==> src/rtl/tccu_pkg.sv <==
// Purpose: shared constants and types of the 8-bit timer/counter with two compare units
// Assumes: one system clock, asynchronous active-low reset
// Notes:   every offset-free control bit of the block is a plain port of tccu_timer0

package tccu_pkg;

  // ****************************************************************
  // widths and reset values
  // ****************************************************************
  localparam int unsigned CNT_W       = 8;
  localparam int unsigned PRESC_W     = 10;
  localparam int unsigned UNITS       = 2;
  localparam logic [7:0]  BOTTOM      = 8'h00;
  localparam logic [7:0]  MAX         = 8'hFF;
  localparam logic [7:0]  COUNT_RST   = 8'h00;
  localparam logic [7:0]  COMPARE_RST = 8'h00;
  localparam logic        OC_RST      = 1'b0;
  localparam logic        FLAG_RST    = 1'b0;

  // ****************************************************************
  // tick source select codes
  // ****************************************************************
  localparam logic [2:0] CS_STOP     = 3'h0;
  localparam logic [2:0] CS_DIV1     = 3'h1;
  localparam logic [2:0] CS_DIV8     = 3'h2;
  localparam logic [2:0] CS_DIV64    = 3'h3;
  localparam logic [2:0] CS_DIV256   = 3'h4;
  localparam logic [2:0] CS_DIV1024  = 3'h5;
  localparam logic [2:0] CS_EXT_FALL = 3'h6;
  localparam logic [2:0] CS_EXT_RISE = 3'h7;

  // prescaler tap fires when the masked low bits are all ones
  localparam logic [9:0] TAP8_MASK    = 10'h007;
  localparam logic [9:0] TAP64_MASK   = 10'h03F;
  localparam logic [9:0] TAP256_MASK  = 10'h0FF;
  localparam logic [9:0] TAP1024_MASK = 10'h3FF;

  // ****************************************************************
  // waveform modes and output actions
  // ****************************************************************
  localparam logic [2:0] WGM_NORMAL    = 3'h0;
  localparam logic [2:0] WGM_PC_MAX    = 3'h1;
  localparam logic [2:0] WGM_CTC       = 3'h2;
  localparam logic [2:0] WGM_FAST_MAX  = 3'h3;
  localparam logic [2:0] WGM_PC_OCRA   = 3'h5;
  localparam logic [2:0] WGM_FAST_OCRA = 3'h7;

  localparam logic [1:0] COM_NONE   = 2'h0;
  localparam logic [1:0] COM_TOGGLE = 2'h1;
  localparam logic [1:0] COM_CLEAR  = 2'h2;
  localparam logic [1:0] COM_SET    = 2'h3;

  localparam int unsigned SYNC_STAGES = 2;

  typedef enum logic {
    TCCU_UP,
    TCCU_DOWN
  } tccu_dir_t;

endpackage : tccu_pkg

==> src/rtl/tccu_timer0.sv <==
// Purpose: 8-bit timer/counter with prescaled or external ticks and two compare units
// Assumes: cpu strobes are one-cycle pulses synchronous to clk
// Notes:   flags are set-wins-over-clear; port override follows the output action only

`timescale 1ns/1ps
`default_nettype none

// Overview of operation
// - prescaler free-runs, so first prescaled tick comes 1 to N cycles after enable.
// - external count input is sampled every clock through a rising-edge synchroniser.
// - one tick per rising edge at select 7, per falling edge at select 6.
// - external edge reaches the counter within 3 to 4 clock cycles.
// - external ticks feed the counter directly, bypassing the prescaler.
// - select 0 stops the counter; cpu can still read and write it.
// - each tick clears, increments or decrements the counter per waveform mode.
// - a cpu counter write beats any clear or count in the same cycle.
// - overflow flag is set per waveform mode and can request an interrupt.
// - equality with a compare value sets its flag on the following tick.
// - a compare flag clears on interrupt service or on software writing one.
// - in pwm modes compare writes are buffered and loaded at top.
// - force strobe in non-pwm modes acts like a match, no flag, no clear.
// - any cpu counter write blocks every compare match on the next tick.
// - output action field is live, taking effect from the next match.
// - reset clears compare output bits; mode changes leave them untouched.
// - nonzero output action replaces port value; direction stays with port.
// - port override ignores the waveform mode.
// - output action zero never changes the compare output bit.
// - select 1 ticks every clock; selects 2 to 5 use taps 8, 64, 256, 1024.
// - bottom means 0x00 and max means 0xFF.
// - normal mode sets overflow in the tick that wraps to zero.
module tccu_timer0 (
  input  wire logic       clk,
  input  wire logic       rst_b,
  input  wire logic       external_count_input,
  input  wire logic [2:0] tick_source_select,
  input  wire logic [2:0] waveform_mode,
  input  wire logic [1:0] output_action_field_a,
  input  wire logic [1:0] output_action_field_b,
  input  wire logic       force_match_strobe_a,
  input  wire logic       force_match_strobe_b,
  input  wire logic       count_wr,
  input  wire logic [7:0] count_wr_data,
  input  wire logic       compare_a_wr,
  input  wire logic [7:0] compare_a_wr_data,
  input  wire logic       compare_b_wr,
  input  wire logic [7:0] compare_b_wr_data,
  input  wire logic       overflow_flag_wr_one,
  input  wire logic       match_flag_a_wr_one,
  input  wire logic       match_flag_b_wr_one,
  input  wire logic       overflow_irq_ack,
  input  wire logic       match_a_irq_ack,
  input  wire logic       match_b_irq_ack,
  input  wire logic       overflow_irq_en,
  input  wire logic       match_a_irq_en,
  input  wire logic       match_b_irq_en,
  input  wire logic [1:0] port_value,
  input  wire logic [1:0] port_dir,
  output logic [7:0]      count_value,
  output logic [7:0]      compare_value_a,
  output logic [7:0]      compare_value_b,
  output logic            overflow_flag,
  output logic            match_flag_a,
  output logic            match_flag_b,
  output logic            overflow_irq,
  output logic            match_a_irq,
  output logic            match_b_irq,
  output logic            compare_output_a,
  output logic            compare_output_b,
  output logic [1:0]      pin_out,
  output logic [1:0]      pin_oe
);

  // ****************************************************************
  // decoding shared by both compare units
  // ****************************************************************
  function automatic logic tccu_is_pwm(input logic [2:0] wgm);
    tccu_is_pwm = (wgm == tccu_pkg::WGM_PC_MAX)   || (wgm == tccu_pkg::WGM_FAST_MAX) ||
                  (wgm == tccu_pkg::WGM_PC_OCRA)  || (wgm == tccu_pkg::WGM_FAST_OCRA);
  endfunction : tccu_is_pwm

  function automatic logic tccu_is_fast(input logic [2:0] wgm);
    tccu_is_fast = (wgm == tccu_pkg::WGM_FAST_MAX) || (wgm == tccu_pkg::WGM_FAST_OCRA);
  endfunction : tccu_is_fast

  function automatic logic tccu_is_pc(input logic [2:0] wgm);
    tccu_is_pc = (wgm == tccu_pkg::WGM_PC_MAX) || (wgm == tccu_pkg::WGM_PC_OCRA);
  endfunction : tccu_is_pc

  // next compare output bit; wrap is the top-to-bottom step of fast pwm
  function automatic logic tccu_oc_next(
    input logic       oc,
    input logic [1:0] com,
    input logic [2:0] wgm,
    input logic       unit_a,
    input logic       dir_down,
    input logic       match,
    input logic       force_hit,
    input logic       wrap
  );
    logic res;
    res = oc;
    if (com == tccu_pkg::COM_NONE) begin
      res = oc;
    end else if (!tccu_is_pwm(wgm)) begin
      if (match || force_hit) begin
        unique case (com)
          tccu_pkg::COM_TOGGLE: res = ~oc;
          tccu_pkg::COM_CLEAR:  res = 1'b0;
          tccu_pkg::COM_SET:    res = 1'b1;
          default:              res = oc;
        endcase
      end
    end else if (com == tccu_pkg::COM_TOGGLE) begin
      // toggle in pwm is only offered on unit a with the top-from-compare modes
      if (match && unit_a && wgm[2]) begin
        res = ~oc;
      end
    end else if (tccu_is_fast(wgm)) begin
      // the bottom event wins so that compare at max gives a steady level
      if (wrap) begin
        res = (com == tccu_pkg::COM_CLEAR);
      end else if (match) begin
        res = (com == tccu_pkg::COM_SET);
      end
    end else if (match) begin
      res = (com == tccu_pkg::COM_SET) ^ dir_down;
    end
    tccu_oc_next = res;
  endfunction : tccu_oc_next

  // ****************************************************************
  // tick source: free prescaler, taps and external edges
  // ****************************************************************
  logic [tccu_pkg::PRESC_W-1:0] presc_q;
  logic                         ext_rise;
  logic                         ext_fall;
  logic                         tick;

  always_ff @(posedge clk or negedge rst_b) begin
    if (!rst_b) begin
      presc_q <= '0;
    end else begin
      presc_q <= presc_q + 10'h001;
    end
  end

  tccu_ext_edge tccu_ext_edge_inst (
    .clk        (clk),
    .rst_b      (rst_b),
    .pin_in     (external_count_input),
    .rise_pulse (ext_rise),
    .fall_pulse (ext_fall)
  );

  wire tap8    = &(presc_q | ~tccu_pkg::TAP8_MASK);
  wire tap64   = &(presc_q | ~tccu_pkg::TAP64_MASK);
  wire tap256  = &(presc_q | ~tccu_pkg::TAP256_MASK);
  wire tap1024 = &(presc_q | ~tccu_pkg::TAP1024_MASK);

  always_comb begin
    unique case (tick_source_select)
      tccu_pkg::CS_STOP:     tick = 1'b0;
      tccu_pkg::CS_DIV1:     tick = 1'b1;
      tccu_pkg::CS_DIV8:     tick = tap8;
      tccu_pkg::CS_DIV64:    tick = tap64;
      tccu_pkg::CS_DIV256:   tick = tap256;
      tccu_pkg::CS_DIV1024:  tick = tap1024;
      tccu_pkg::CS_EXT_FALL: tick = ext_fall;
      tccu_pkg::CS_EXT_RISE: tick = ext_rise;
    endcase
  end

  // ****************************************************************
  // counter unit
  // ****************************************************************
  logic [7:0]             count_q;
  logic [7:0]             count_d;
  logic [7:0]             count_step;
  tccu_pkg::tccu_dir_t    dir_q;
  tccu_pkg::tccu_dir_t    dir_d;
  logic                   block_q;
  logic [7:0]             cmp_act_q [tccu_pkg::UNITS];
  logic [7:0]             cmp_buf_q [tccu_pkg::UNITS];
  logic [tccu_pkg::UNITS-1:0] match;

  wire       mode_fast  = tccu_is_fast(waveform_mode);
  wire       mode_pc    = tccu_is_pc(waveform_mode);
  wire       mode_ctc   = (waveform_mode == tccu_pkg::WGM_CTC);
  wire       top_is_cmp = mode_ctc || (waveform_mode == tccu_pkg::WGM_PC_OCRA) ||
                          (waveform_mode == tccu_pkg::WGM_FAST_OCRA);
  wire [7:0] top_val    = top_is_cmp ? cmp_act_q[0] : tccu_pkg::MAX;
  wire       at_top     = (count_q == top_val);
  wire       at_bottom  = (count_q == tccu_pkg::BOTTOM);
  wire       at_max     = (count_q == tccu_pkg::MAX);
  wire       going_down = (dir_q == tccu_pkg::TCCU_DOWN);
  wire       wrap       = tick && mode_fast && at_top;

  // counting sequence per mode
  always_comb begin
    count_step = count_q + 8'h01;
    dir_d      = dir_q;
    if (mode_ctc) begin
      count_step = match[0] ? tccu_pkg::BOTTOM : count_q + 8'h01;
    end else if (mode_fast) begin
      count_step = at_top ? tccu_pkg::BOTTOM : count_q + 8'h01;
    end else if (mode_pc) begin
      if (!going_down && at_top) begin
        dir_d      = tccu_pkg::TCCU_DOWN;
        count_step = count_q - 8'h01;
      end else if (going_down && at_bottom) begin
        dir_d      = tccu_pkg::TCCU_UP;
        count_step = count_q + 8'h01;
      end else begin
        count_step = going_down ? count_q - 8'h01 : count_q + 8'h01;
      end
    end
  end

  // cpu write has priority over any tick action
  assign count_d = count_wr ? count_wr_data : (tick ? count_step : count_q);

  always_ff @(posedge clk or negedge rst_b) begin
    if (!rst_b) begin
      count_q <= tccu_pkg::COUNT_RST;
      dir_q   <= tccu_pkg::TCCU_UP;
    end else begin
      count_q <= count_d;
      dir_q   <= (tick && mode_pc) ? dir_d : (mode_pc ? dir_q : tccu_pkg::TCCU_UP);
    end
  end

  // a counter write arms a one-tick match block, held while stopped
  always_ff @(posedge clk or negedge rst_b) begin
    if (!rst_b) begin
      block_q <= 1'b0;
    end else if (count_wr) begin
      block_q <= 1'b1;
    end else if (tick) begin
      block_q <= 1'b0;
    end
  end

  // ****************************************************************
  // overflow flag
  // ****************************************************************
  logic overflow_q;

  wire ovf_set = tick && !count_wr &&
                 ((mode_fast && at_top) ||
                  (mode_pc && going_down && at_bottom) ||
                  (!mode_fast && !mode_pc && at_max));

  always_ff @(posedge clk or negedge rst_b) begin
    if (!rst_b) begin
      overflow_q <= tccu_pkg::FLAG_RST;
    end else begin
      overflow_q <= ovf_set | (overflow_q & ~(overflow_flag_wr_one | overflow_irq_ack));
    end
  end

  // ****************************************************************
  // compare units a and b
  // ****************************************************************
  logic [tccu_pkg::UNITS-1:0] cmp_wr;
  logic [7:0]                 cmp_wr_data [tccu_pkg::UNITS];
  logic [1:0]                 com         [tccu_pkg::UNITS];
  logic [tccu_pkg::UNITS-1:0] force_in;
  logic [tccu_pkg::UNITS-1:0] flag_clr;
  logic [tccu_pkg::UNITS-1:0] flag_q;
  logic [tccu_pkg::UNITS-1:0] oc_q;

  assign cmp_wr         = {compare_b_wr, compare_a_wr};
  assign cmp_wr_data[0] = compare_a_wr_data;
  assign cmp_wr_data[1] = compare_b_wr_data;
  assign com[0]         = output_action_field_a;
  assign com[1]         = output_action_field_b;
  assign force_in       = {force_match_strobe_b, force_match_strobe_a};
  assign flag_clr       = {match_flag_b_wr_one | match_b_irq_ack,
                           match_flag_a_wr_one | match_a_irq_ack};

  wire pwm_now    = tccu_is_pwm(waveform_mode);
  wire buf_load   = tick && pwm_now && at_top;

  genvar gi;
  generate
    for (gi = 0; gi < tccu_pkg::UNITS; gi++) begin : g_unit
      localparam logic UNIT_A = (gi == 0);

      wire cmp_eq    = (count_q == cmp_act_q[gi]);
      wire force_hit = force_in[gi] && !pwm_now;

      assign match[gi] = tick && cmp_eq && !block_q;

      // buffer always takes the write; active copy follows it directly outside pwm
      always_ff @(posedge clk or negedge rst_b) begin
        if (!rst_b) begin
          cmp_buf_q[gi] <= tccu_pkg::COMPARE_RST;
          cmp_act_q[gi] <= tccu_pkg::COMPARE_RST;
        end else begin
          if (cmp_wr[gi]) begin
            cmp_buf_q[gi] <= cmp_wr_data[gi];
          end
          if (cmp_wr[gi] && !pwm_now) begin
            cmp_act_q[gi] <= cmp_wr_data[gi];
          end else if (buf_load) begin
            cmp_act_q[gi] <= cmp_buf_q[gi];
          end
        end
      end

      // set wins over both clear paths
      always_ff @(posedge clk or negedge rst_b) begin
        if (!rst_b) begin
          flag_q[gi] <= tccu_pkg::FLAG_RST;
        end else begin
          flag_q[gi] <= match[gi] | (flag_q[gi] & ~flag_clr[gi]);
        end
      end

      // mode changes do not touch the bit; only events do
      always_ff @(posedge clk or negedge rst_b) begin
        if (!rst_b) begin
          oc_q[gi] <= tccu_pkg::OC_RST;
        end else begin
          oc_q[gi] <= tccu_oc_next(oc_q[gi], com[gi], waveform_mode, UNIT_A, going_down,
                                   match[gi], force_hit, wrap);
        end
      end

      // override looks only at the action field, never at the mode
      assign pin_out[gi] = (com[gi] != tccu_pkg::COM_NONE) ? oc_q[gi] : port_value[gi];
      assign pin_oe[gi]  = port_dir[gi];
    end
  endgenerate

  // ****************************************************************
  // outputs
  // ****************************************************************
  assign count_value      = count_q;
  assign compare_value_a  = cmp_act_q[0];
  assign compare_value_b  = cmp_act_q[1];
  assign overflow_flag    = overflow_q;
  assign match_flag_a     = flag_q[0];
  assign match_flag_b     = flag_q[1];
  assign overflow_irq     = overflow_q & overflow_irq_en;
  assign match_a_irq      = flag_q[0] & match_a_irq_en;
  assign match_b_irq      = flag_q[1] & match_b_irq_en;
  assign compare_output_a = oc_q[0];
  assign compare_output_b = oc_q[1];

endmodule : tccu_timer0

`default_nettype wire

==> src/rtl/tccu_ext_edge.sv <==
// Purpose: synchroniser and edge detector for the external count input
// Assumes: pin is asynchronous to clk
// Notes:   pulses are one clk cycle wide

`timescale 1ns/1ps
`default_nettype none

module tccu_ext_edge (
  input  wire logic clk,
  input  wire logic rst_b,
  input  wire logic pin_in,
  output logic      rise_pulse,
  output logic      fall_pulse
);

  logic [tccu_pkg::SYNC_STAGES-1:0] sync_q;
  logic                             prev_q;
  logic                             rise_q;
  logic                             fall_q;

  // ****************************************************************
  // two-stage sampler, then history register
  // ****************************************************************
  always_ff @(posedge clk or negedge rst_b) begin
    if (!rst_b) begin
      sync_q <= '0;
      prev_q <= 1'b0;
      rise_q <= 1'b0;
      fall_q <= 1'b0;
    end else begin
      sync_q <= {sync_q[tccu_pkg::SYNC_STAGES-2:0], pin_in};
      prev_q <= sync_q[tccu_pkg::SYNC_STAGES-1];
      rise_q <= sync_q[tccu_pkg::SYNC_STAGES-1] & ~prev_q;
      fall_q <= ~sync_q[tccu_pkg::SYNC_STAGES-1] & prev_q;
    end
  end

  assign rise_pulse = rise_q;
  assign fall_pulse = fall_q;

endmodule : tccu_ext_edge

`default_nettype wire

==> config.mk <==
export PLATFORM = sky130hd
export DESIGN_NAME = tccu_timer0
export DESIGN_NICKNAME = d
export VERILOG_FILES = /design/src/rtl/tccu_pkg.sv /design/src/rtl/tccu_timer0.sv /design/src/rtl/tccu_ext_edge.sv
export SDC_FILE = /design/constraint.sdc
export NUM_CORES = 1
export LEC_CHECK = 0
export BUFFER_PORTS_ARGS = -buffer_cell sky130_fd_sc_hd__buf_2
export CORE_MARGIN = 2
export CORE_UTILIZATION = 55
export CTS_BUF_LIST = sky130_fd_sc_hd__clkbuf_4
export DETAILED_ROUTE_END_ITERATION = 8
export HOLD_SLACK_MARGIN = 0.03
export PLACE_DENSITY = 0.82
export SYNTH_ARGS = -nofsm -noshare
export SYNTH_HDL_FRONTEND = slang
export SYNTH_SLANG_ARGS = --single-unit
export TNS_END_PERCENT = 5
==> constraint.sdc <==
create_clock -name clk -period 2.9 [get_ports clk]
set_input_delay 0.29 -clock clk [delete_from_list [all_inputs] [get_ports clk]]
set_output_delay 0.29 -clock clk [all_outputs]
set_load 0.05 [all_outputs]
# Word-level counts from Yosys, hierarchy flattened
# Index checks and enable logic that the tools add are counted.
word_totals:
  n_memories: 0
  latchBits: 0
  inputBits: 55
  output_inout_bits: 36
  mem_bits_rw: 0
  romBits: 0
  register_bits: 62
classes:
  n_shift: 0
  reduce_logical: 60
  multipliers: 0
  div_mod_pow: 0
  n_addsub: 3
  mux: 44
  n_eq_ne: 33
  n_bitwise: 25
  magnitude_cmp: 0
ops:
  columns: ["operator", "count"]
  rows:
  - ["$mux 8", 15]
  - ["$mux 1", 26]
  - ["$eq 8x8->1", 3]
  - ["$logic_and 1x1->1", 23]
  - ["$eq 3x3->1 const B", 6]
  - ["$reduce_and 6->1", 3]
  - ["$reduce_bool 2->1", 7]
  - ["$eq 3x2->1 const B", 4]
  - ["$logic_or 1x1->1", 11]
  - ["$add 10x1->10 const B", 1]
  - ["$reduce_and 10->1", 1]
  - ["$ne 3x3->1 const B", 3]
  - ["$not 1->1", 9]
  - ["$add 8x1->8 const B", 1]
  - ["$and 1x1->1", 8]
  - ["$eq 2x2->1 const B", 4]
  - ["$eq 8x8->1 const B", 1]
  - ["$logic_not 8->1", 1]
  - ["$ne 2x2->1 const B", 4]
  - ["$ne 4x3->1 const B", 2]
  - ["$pmux 1 s8", 1]
  - ["$reduce_and 8->1", 1]
  - ["$reduce_bool 4->1", 2]
  - ["$sub 8x1->8 const B", 1]
  - ["12 further kinds", 27]

# Depth between registers and ports, before layout
# Gate-level depths: netlist of the first run.
logic_depth:
  ltp_word: 12
  depth_mapped: 10
  ltp_nobuf: 10

# By module
# From an unflattened synthesis of the first run, not the netlist that was laid out.
unflattened:
  cells_unflattened: 391
  hier_area_um2: 3744.8
modules_own_cells:
  columns: ["module", "n_inst", "cells_each", "area_per_inst_um2"]
  rows:
  - ["tccu_timer0", 1, 384, 3604.7]
  - ["tccu_ext_edge", 1, 7, 140.1]

# Least setup slack after synthesis of the first run
# OpenSTA, ideal clock, no wires.
synth_timing:
  path_type: "register to register"
  startpoint: "register count_q[4], in the netlist count_value[4]"
  endpoint: "register oc_q, in the netlist compare_output_b"
  path_buffers: 2
  path_stages_with_launch: 11
  required_ns: 2.770
  period_less_slack_ns: 2.632
  t_arrival_ns: 2.502
  setup_slack_ns: 0.268
  setup_time_ns: 0.130
  cell_sequence: "dfrtp_1 -> buf_2 -> inv_2 -> a22o_1 -> or3_4 -> a21oi_4 -> buf_4 -> nand2_1 -> xnor2_1 -> a222oi_1 -> a21oi_1"
synth_via:
  elab_chain_cells: 6
  word_cells_on_any_way: 14
synth_lines:
  columns: ["item", "line_no", "source"]
  rows:
  - ["start, declared", "tccu_timer0.sv:176", "logic [7:0] count_q;"]
  - ["start signal, assigned", "tccu_timer0.sv:224", "count_q <= tccu_pkg::COUNT_RST;"]
  - ["start signal, assigned", "tccu_timer0.sv:227", "count_q <= count_d;"]
  - ["$eq 8x8->1, on equally long branches", "tccu_timer0.sv:192, tccu_timer0.sv:289", null]
  - ["$logic_and 1x1->1, on equally long branches", "tccu_timer0.sv:196, tccu_timer0.sv:292", null]
  - ["$mux 1 / $logic_and 1x1->1 (equally long branches)", "tccu_timer0.sv:120, tccu_timer0.sv:292", null]
  - ["$mux 1 / $logic_or 1x1->1 (equally long branches)", "tccu_timer0.sv:118, tccu_timer0.sv:105", null]
  - ["$mux 1 / $reduce_bool 2->1 (equally long branches)", null, null]
  - ["$mux 1 / $reduce_and 6->1 (equally long branches)", null, null]
  - ["end signal, assigned by index", "tccu_timer0.sv:323", "oc_q[gi] <= tccu_pkg::OC_RST;"]
  - ["end signal, assigned by index", "tccu_timer0.sv:325", "oc_q[gi] <= tccu_oc_next(oc_q[gi], com[gi], waveform_mode, UNIT_A, going_down,"]
  - ["end, declared", "tccu_timer0.sv:270", "logic [tccu_pkg::UNITS-1:0] oc_q;"]
# Several ways; a longest one is shown, not always the timed one. The select of a mux whose other input is x is not followed.
# A chain may end at the register's enable or synchronous reset.

# Worst setup path in the final report of the first run
layout_timing:
  startpoint: "register presc_q[0] in the netlist's numbering"
  endpoint: "register oc_q, in the netlist compare_output_a"
layout_via:
  elab_chain_cells: 8
  word_cells_on_any_way: 20
layout_lines:
  columns: ["item", "line_no", "source"]
  rows:
  - ["start, declared", "tccu_timer0.sv:134", "logic [tccu_pkg::PRESC_W-1:0] presc_q;"]
  - ["start signal, assigned", "tccu_timer0.sv:143", "presc_q <= presc_q + 10'h001;"]
  - ["$reduce_and 10->1, or another cell as far along", "tccu_timer0.sv:158", "wire tap1024 = &(presc_q | ~tccu_pkg::TAP1024_MASK);"]
  - ["$pmux 1 s8 *", "tccu_timer0.sv:161", "unique case (tick_source_select)"]
  - ["$logic_and 1x1->1 (2 in series)", "tccu_timer0.sv:196", "wire wrap = tick && mode_fast && at_top;"]
  - ["$mux 1", "tccu_timer0.sv:120", "if (wrap) begin"]
  - ["$mux 1", "tccu_timer0.sv:118", "end else if (tccu_is_fast(wgm)) begin"]
  - ["$mux 1", "tccu_timer0.sv:113", "end else if (com == tccu_pkg::COM_TOGGLE) begin"]
  - ["$mux 1", "tccu_timer0.sv:104", "end else if (!tccu_is_pwm(wgm)) begin"]
# Every way passes the cells marked *; elsewhere a longest branch is shown, timed or not.

==> qor.txt, run 1 <==
run status - finished, final reports clean
Mapped Area - 3660 um2
most common cell after layout, fill and taps aside - buf_2
vias in the first global route - 3087
Power Density - 532 nW/um2
I/O Buffers - 86
CTS root buf - clkbuf_4
Unique masters post-synth - 61
chip width - 85.6 um
initial antenna violation count - 0
CORE AREA - 6390 um2
crit-path max FO - 11
wire per inst - 16.9 um
Final Util - 68.0%
most frequent cells in the layout - buf_2, dfrtp_1, nand2_1, o21ai_0, nor2_1
Synth warnings - 0
vias per inst - 6.06
Final Hold Vio Count - 0
post-route minimum period - 2650 ps
kind of critical path - register to register
FF-to-FF Start - presc_q[0]
Arr. time, crit path - 2930 ps
# nets final - 522
hold depth - 3
EDFF count, synth - 0
Max Cap Viol - 0
placed cell count - 526
clock-pin slew of the registers on the worst-case setup and hold paths - 110 ps
CP startpoint - presc_q[0]
Die Height - 85.6 um
Post-Syn Nets - 435
normalized max-slew margin - 38.3%
final WL - 9220 um
max-slew violations - 0
Yosys reg bits - 62
cells after synthesis - 376
CTS sink cnt - 62
routability cong. - 0.964
top_reg_cell synth - dfrtp_1
r2r setup slk - 250 ps
first-pass GRT wire length - 15000 um
# rows - 29
Max Root-Sink Buffers - 2
largest net degree at the start of global routing - 53
Final ANT Viol Nets - 0
fraction of layout cells with a size suffix above 1 - 31.6%
GRT overflow - 0
all-layer global routing usage - 26.2%
Hold Path Origin - compare_b_wr_data[3]
Total Negative Setup Slacks - 0 ps
H-Tree Level Count - 3
Filler cells - 517
VDD IR max - 0.515 mV
Hold Path Class - input pin to register
Initial Utilization - 57.3%
Synth area leaders - dfrtp_1, mux2_2, mux2i_1
DRT Pass-1 Iters - 5
Final HPWL DP - 6750 um
leakage power - 2.05 nW
Syn Area/Cell - 9.74 um2
RSZ-0062 raised after global routing - no
CP startpoint kind - register
Req. time, crit path - 3180 ps
nature of the critical path endpoint - register
DRT iter0 DRCs - 395
CTS tree - built
fin crit share - 91.2%
sequential share of the synthesized area - 42.4%
Antenna diodes - 0
largest area contributor in the netlist - dfrtp_1
Worst-Margin Slew - 924 ps
Finished Layout Cells - 545
IO Pins - 91
FFs w/ async S/R, synth - 100%
Area Overhead vs Synth - 18.7%
Clock Latency Late Sink - 400 ps
via count - 3301
setup violators final - 0
die area - 7320 um2
Num CTS Buffers - 9
DRC viols - 0
Setup Skew - 16.8 ps
Fmax - 378 MHz
top cell type's share of synthesized area - 42.4%
Register-to-Register Path Depth - 9
sequential cells by signal, indices dropped and copies added, names as in the netlist, 2 cells and up:
register                   count
cmp_buf_q                     16
compare_value_a                8
compare_value_b                8
count_value                    8
presc_q                       10
tccu_ext_edge_inst.sync_q      2
metal layers:
layer	global-route usage [%]	share of wire (%)	wire length [um]
met2	41.3	47	4350
met5	0	0	0
met1	35.7	41	3770
met4	8.95	2.6	242
met3	6.16	9.2	853
worst max-delay path, stage by stage, from the launching register on:
cell and delay (ps):
dfrtp_1 390, ha_1 170, ha_1 130, nor2b_1 150, o21ai_1 130, a32o_1 440
nor4_4 510, o31ai_1 120, o21ai_1 160, mux2_1 330
repair_timing:
action | 4_1_cts | 5_1_grt
hold endpoints to repair | 11 | 0
resized for setup | 0 | 1
hold buffers | 2 | 0
setup endpoints to repair | 0 | 2
buffers inserted | 0 | 1
through the flow:
stage	total power, mW	setup slack [ps]	hold WS [ps]	cell area [um2]
after CTS	2.32	216	78.9	4320
after global placement	1.67	381	189	4150
after global routing	2.42	28.9	77.1	4340
final	2.31	254	105	4340
after floorplan	1.49	268	-5.59	3660
after detailed placement	1.69	260	194	4150
report_power, final:
| part | internal [mW] | switching [mW] | leakage, nW |
|---|---|---|---|
| logic | 0.224 | 0.441 | 1.22 |
| registers | 0.939 | 0.0790 | 0.753 |
| clock network | 0.274 | 0.352 | 0.0788 |
final timing paths:
check,to
max,compare_output_a
min,compare_value_b[3]
max reg2reg,compare_output_a
min reg2reg,tccu_ext_edge_inst.sync_q[1]
max in group asynchronous,cmp_buf_q[15]
min in group asynchronous,count_value[4]
synthesized netlist by cell type, types with 4 or more instances:
cell type and n:
dfrtp_1 62, nand2_1 33, o21ai_0 32, nor2_1 22, mux2i_1 20, mux2_2 18, xnor2_1 18, nor2b_1 15
nand3_1 14, a21oi_1 11, inv_1 10, clkbuf_1 9, buf_2 7, nand4_1 7, o21ai_1 7, a31oi_1 6
xor2_1 6, and2_1 5, buf_4 5, and3_1 4, ha_1 4, o22ai_1 4
cell type report:
cell class / instances / area [um2] / area share (%)
Sequential cell: 62 / 1550 / 35.7
Inverter: 12 / 45.0 / 1.04
Timing Repair Buffer: 99 / 546 / 12.6
Clock inverter: 7 / 80.1 / 1.84
Multi-Input combinational cell: 279 / 1960 / 45.1
Tap cell: 77 / 96.3 / 2.22
Clock buffer: 9 / 67.6 / 1.56
cells by family (layout without fill, tap and decap cells):
kind of cell    after synthesis  count (layout)  synth area share [%]
simple gates                118             118                  17.4
compound gates               94              94                  17.5
flops                        62              62                  42.4
mux                          39              39                  11.3
buf+inv                      35             127                  4.34
xor+xnor                     24              24                  5.74
fa+ha+maj                     4               4                  1.37
Note: power is estimated with default switching activity, not from simulation.
==> run 2, diff against run 1 <==
Settings changed: RECOVER_POWER set to 100.
==> run 2 against run 1 <==
  * Routed wire length about the same
  * Non-clock buffer count unchanged
  * Maximum frequency down 2.2%
  * Power down 0.49%
  * Cell area down 1.2%
  * Sequential cell count stayed put
  * Final cell count stayed put
  * Clock power increased by 0.8%
  * Count of clock-buffer cells in the layout unchanged
  * Clock skew is 0.61 ps higher
  * Largest cell class unchanged
  * Largest power group unchanged
==> qor.txt, run 2 (synthesis gave the netlist of run 1 again) <==
run status - finished, final reports clean
Largest regs - cmp_buf_q (16), presc_q (10)
Power Density - 536 nW/um2
routability cong. - 0.964
Setup Skew - 17.5 ps
CTS sink cnt - 62
most frequent cells in the layout - dfrtp_1, buf_2, clkbuf_1, nand2_1, o21ai_0
final WL - 9220 um
CP max-delay cell - dfrtp_1
Num CTS Buffers - 9
Max Cap Viol - 0
Filler cells - 531
Antenna diodes - 0
area of the multi-input gates - 1950 um2
DRC viols - 0
chip width - 85.6 um
leakage power - 1.93 nW
Req. time, crit path - 3150 ps
clock-pin slew of the registers on the worst-case setup and hold paths - 130 ps
H-Tree Level Count - 3
most common cell after layout, fill and taps aside - dfrtp_1
I/O Buffers - 86
fin crit share - 93.3%
# rows - 29
via count - 3307
Int Power - 1.42 mW
Final HPWL DP - 6750 um
GRT overflow - 0
Initial Utilization - 57.3%
fraction of layout cells with a size suffix above 1 - 23.9%
RSZ-0062 raised after global routing - no
# nets final - 522
CP startpoint kind - register
Largest register FFs - 16
Worst-Margin Slew - 1230 ps
vias in the first global route - 3087
Comb power frac - 28.2%
Final ANT Viol Nets - 0
placed cell count - 526
slowest stage delay, CP - 490 ps
setup violators final - 0
Max Root-Sink Buffers - 2
Die Height - 85.6 um
crit-path max FO - 16
Critical path buffers and inverters - 2
worst hold slack - 99.7 ps
CORE AREA - 6390 um2
Sw Ratio - 38.2%
Clk network pwr share - 27.5%
max-slew violations - 0
Fmax - 370 MHz
Biggest register - cmp_buf_q
Total Negative Setup Slacks - 0 ps
Hold Path Class - input pin to register
Arr. time, crit path - 2950 ps
all-layer global routing usage - 26.2%
Register Area - 1550 um2
normalized max-slew margin - 18.1%
kind of critical path - register to register
CTS tree - built
vias per inst - 6.07
Area Overhead vs Synth - 17.2%
Clock Latency Late Sink - 410 ps
largest net degree at the start of global routing - 53
total power - 2.30 mW
die area - 7320 um2
CP delay by family, top - compound AO/OA/AOI/OAI gates
nature of the critical path endpoint - register
Flop pwr share - 44.3%
DRT iter0 DRCs - 376
post-route minimum period - 2710 ps
VDD IR max - 0.516 mV
initial antenna violation count - 0
DRT Pass-1 Iters - 6
wire per inst - 16.9 um
Final Hold Vio Count - 0
first-pass GRT wire length - 15000 um
Cell Chain, Critical Path - nor2b_1, a2111oi_1, nand4b_1, a21oi_4, buf_12, nand3_1, buf_2, mux2i_1, o21ai_0
Finished Layout Cells - 545
CTS root buf - clkbuf_4
NetSw - 0.878 mW
IO Pins - 91
-- run 2: power by group through the flow --
stage / clock network (mW) / registers [mW] / logic, mW
2_1_floorplan: 0 / 1.18 / 0.312
3_3_place_gp: 0 / 1.03 / 0.644
3_5_place_dp: 0 / 1.03 / 0.653
4_1_cts: 0.648 / 1.02 / 0.659
5_1_grt: 0.683 / 1.03 / 0.692
6_report: 0.632 / 1.02 / 0.648
-- run 2: tightest hold or removal path, delay by kind of cell --
family          cells  cell delay (ps)
compound gates      1               60
buf+inv             1               80
simple gates        1               40
-- run 2: path summary, 6_finish.rpt --
path	from	to	slack, ps	cells past startpoint
setup / recovery	count_value[1]	compare_value_a[0]	190	9
setup reg to reg	count_value[1]	compare_value_a[0]	190	9
hold reg to reg	tccu_ext_edge_inst.sync_q[0]	tccu_ext_edge_inst.sync_q[1]	360	0
max in group asynchronous	rst_b	cmp_buf_q[15]	830	3
min in group asynchronous	rst_b	count_value[4]	420	2
hold / removal	compare_b_wr_data[3]	compare_value_b[3]	100	3
-- run 2: cell type report --
cell class                      count  share of cell area (%)
Tap cell                           77                    2.25
Inverter                           12                    1.05
Timing Repair Buffer               99                    11.6
Sequential cell                    62                    36.2
Multi-Input combinational cell    279                    45.5
Clock inverter                      7                    1.87
Clock buffer                        9                    1.57
-- run 2: what timing repair did --
item,in CTS,in global routing
hold buffers,2,0
gates resized for setup,0,1
endpoints found under the setup margin,0,2
endpoints found under the hold margin,11,0
buffers inserted,0,1
-- run 2: through the flow --
step / area [um2] / util [%] / setup slack [ps]
after floorplan: 3660 / - / 268
after global routing: 4290 / 67.2 / 27.7
final: 4290 / 67.2 / 195
after global placement: 4150 / 65.0 / 381
after CTS: 4320 / 67.6 / 216
after detailed placement: 4150 / 65.0 / 260
-- run 2: layer usage --
layer  track usage (%)  vias up  share of wire [%]
met3              6.16       24                9.4
met5                 0        -                  0
met2              41.3      202                 47
met4              8.95        0                2.4
li1                  -     1532                  -
met1              35.7     1549                 41
==> run 3, diff against run 2 <==
Settings changed: CORE_MARGIN 2 to unset.
==> run 3 against run 2 <==
  * Combinational power decreased by 2%
  * Die area decreased by 4.6%
  * Via count decreased by 3.3%
  * Count of clock-buffer cells in the layout unchanged
  * Clock skew decreased by 0.56 ps
  * Critical endpoint is now compare_value_b[7]
  * Highest routed layer unchanged
==> qor.txt, run 3 (synthesis gave the netlist of run 1 again) <==
Max Root-Sink Buffers - 2
H-Tree Level Count - 3
routability cong. - 0.987
Initial Utilization - 57.3%
final WL - 9320 um
# rows - 29
via count - 3197
most common cell after layout, fill and taps aside - dfrtp_1
Largest regs - cmp_buf_q (16), presc_q (10)
Arr. time, crit path - 2940 ps
largest net degree at the start of global routing - 47
Filler cells - 540
CTS sink cnt - 62
CORE AREA - 6390 um2
GRT overflow - 0
hold endpoint - compare_value_a[6]
Critical path buffers and inverters - 2
wire per inst - 17.0 um
Largest register FFs - 16
Register-to-Register Path Depth - 9
top sig layer - met4
CTS tree - built
hold depth - 3
Worst-Margin Slew - 1090 ps
first-pass GRT wire length - 15300 um
Most Frequent Cell on Critical Path - buf_4
IO Pins - 91
CP startpoint kind - register
nature of the critical path endpoint - register
DRT iter0 DRCs - 310
Final Hold Vio Count - 0
crit-path max FO - 16
Req. time, crit path - 3130 ps
Area Overhead vs Synth - 16.0%
chip width - 83.6 um
most frequent cells in the layout - dfrtp_1, buf_2, clkbuf_1, o21ai_0, nand2_1
met2 WL - 4360 um
clock-pin slew of the registers on the worst-case setup and hold paths - 120 ps
worst slack, placed - 133 ps
DR WL met3 - 690 um
run status - finished, final reports clean
worst setup margin - 190 ps
vias per inst - 5.84
Hold Path Origin - compare_a_wr_data[6]
max-slew violations - 0
Die Height - 83.6 um
r2r setup slk - 190 ps
CP max-delay cell - dfrtp_1
Hold Path Class - input pin to register
# nets final - 524
area of the multi-input gates - 1940 um2
fraction of layout cells with a size suffix above 1 - 23.4%
kind of critical path - register to register
RSZ-0062 raised after global routing - no
CP delay by family, top - compound AO/OA/AOI/OAI gates
vias in the first global route - 3150
Final HPWL DP - 6860 um
Register Area - 1550 um2
FF-to-FF Start - count_value[1]
I/O Buffers - 86
initial antenna violation count - 0
fin crit share - 93.4%
Biggest register - cmp_buf_q
die area - 6990 um2
Antenna diodes - 0
Setup Skew - 16.9 ps
DRT Pass-1 Iters - 4
slowest stage delay, CP - 490 ps
Metal-1 WL - 4090 um
Num CTS Buffers - 9
setup violators final - 0
Final ANT Viol Nets - 0
Power Density - 513 nW/um2
Max Cap Viol - 0
DRC viols - 0
Cell Chain, Critical Path - nor2b_1, a2111oi_1, nand4b_1, a21oi_4, buf_4, nand3_1, buf_4, mux2i_1, o21ai_0
CTS root buf - clkbuf_4
Final Util - 66.5%
all-layer global routing usage - 27.8%
Clock Latency Late Sink - 410 ps
post-route minimum period - 2710 ps
VDD IR max - 0.457 mV
normalized max-slew margin - 27.1%
RR Endpoint - compare_value_b[7]
leakage power - 1.91 nW
Total Negative Setup Slacks - 0 ps
Fmax - 369 MHz
## run 3: power by group
group,internal (mW),switching (mW),leakage [nW],total [mW]
Sequential,0.939,0.0827,0.753,1.02
Combinational,0.204,0.432,1.09,0.635
Clock,0.176,0.345,0.0576,0.521
Total,1.32,0.859,1.91,2.18
## run 3: worst max-delay path by stage
stage	startpoint	endpoint	slack (ps)	depth (start not counted)
floorplan	count_value[4]	compare_output_b	270	10
global placement	presc_q[0]	compare_output_a	150	9
detailed placement	presc_q[0]	count_value[2]	130	10
CTS	presc_q[0]	count_value[2]	110	10
global route	count_value[1]	compare_value_b[7]	20	9
finish	count_value[1]	compare_value_b[7]	190	9
## run 3: final cells by class
type,count,area share [%]
Clock buffer,9,1.59
Sequential cell,62,36.5
Timing Repair Buffer,101,11.7
Inverter,12,1.06
Multi-Input combinational cell,279,45.7
Clock inverter,7,1.15
Tap cell,77,2.27
## run 3: metrics by stage
stage | power, mW | instance area [um2] | hold slack (ps) | std cells
after floorplan | 1.49 | 3660 | -5.59 | 376
after global placement | 1.67 | 4150 | 241 | 526
after detailed placement | 1.69 | 4150 | 249 | 526
after CTS | 2.20 | 4290 | 90.9 | 544
after global routing | 2.28 | 4250 | 87.2 | 547
final | 2.18 | 4250 | 93.0 | 547
## run 3: what timing repair did
| item | CTS | global route |
|---|---|---|
| buffers inserted | 0 | 3 |
| resized for setup | 0 | 1 |
| hold endpoints to repair | 17 | 0 |
| hold buffers | 2 | 0 |
| endpoints found under the setup margin | 0 | 5 |
## run 3: metal layers
layer  GRT usage (%)  up-vias
li1                -     1528
met5               0        -
met4            12.2        0
met2            44.3      139
met3            5.44       16
met1            37.1     1514
## run 3: worst reg2reg max path, delay by kind of cell (launching register included)
family | cells | cell delay (ps)
flops | 1 | 490
compound gates | 3 | 910
buf+inv | 2 | 450
simple gates | 3 | 490
mux | 1 | 190
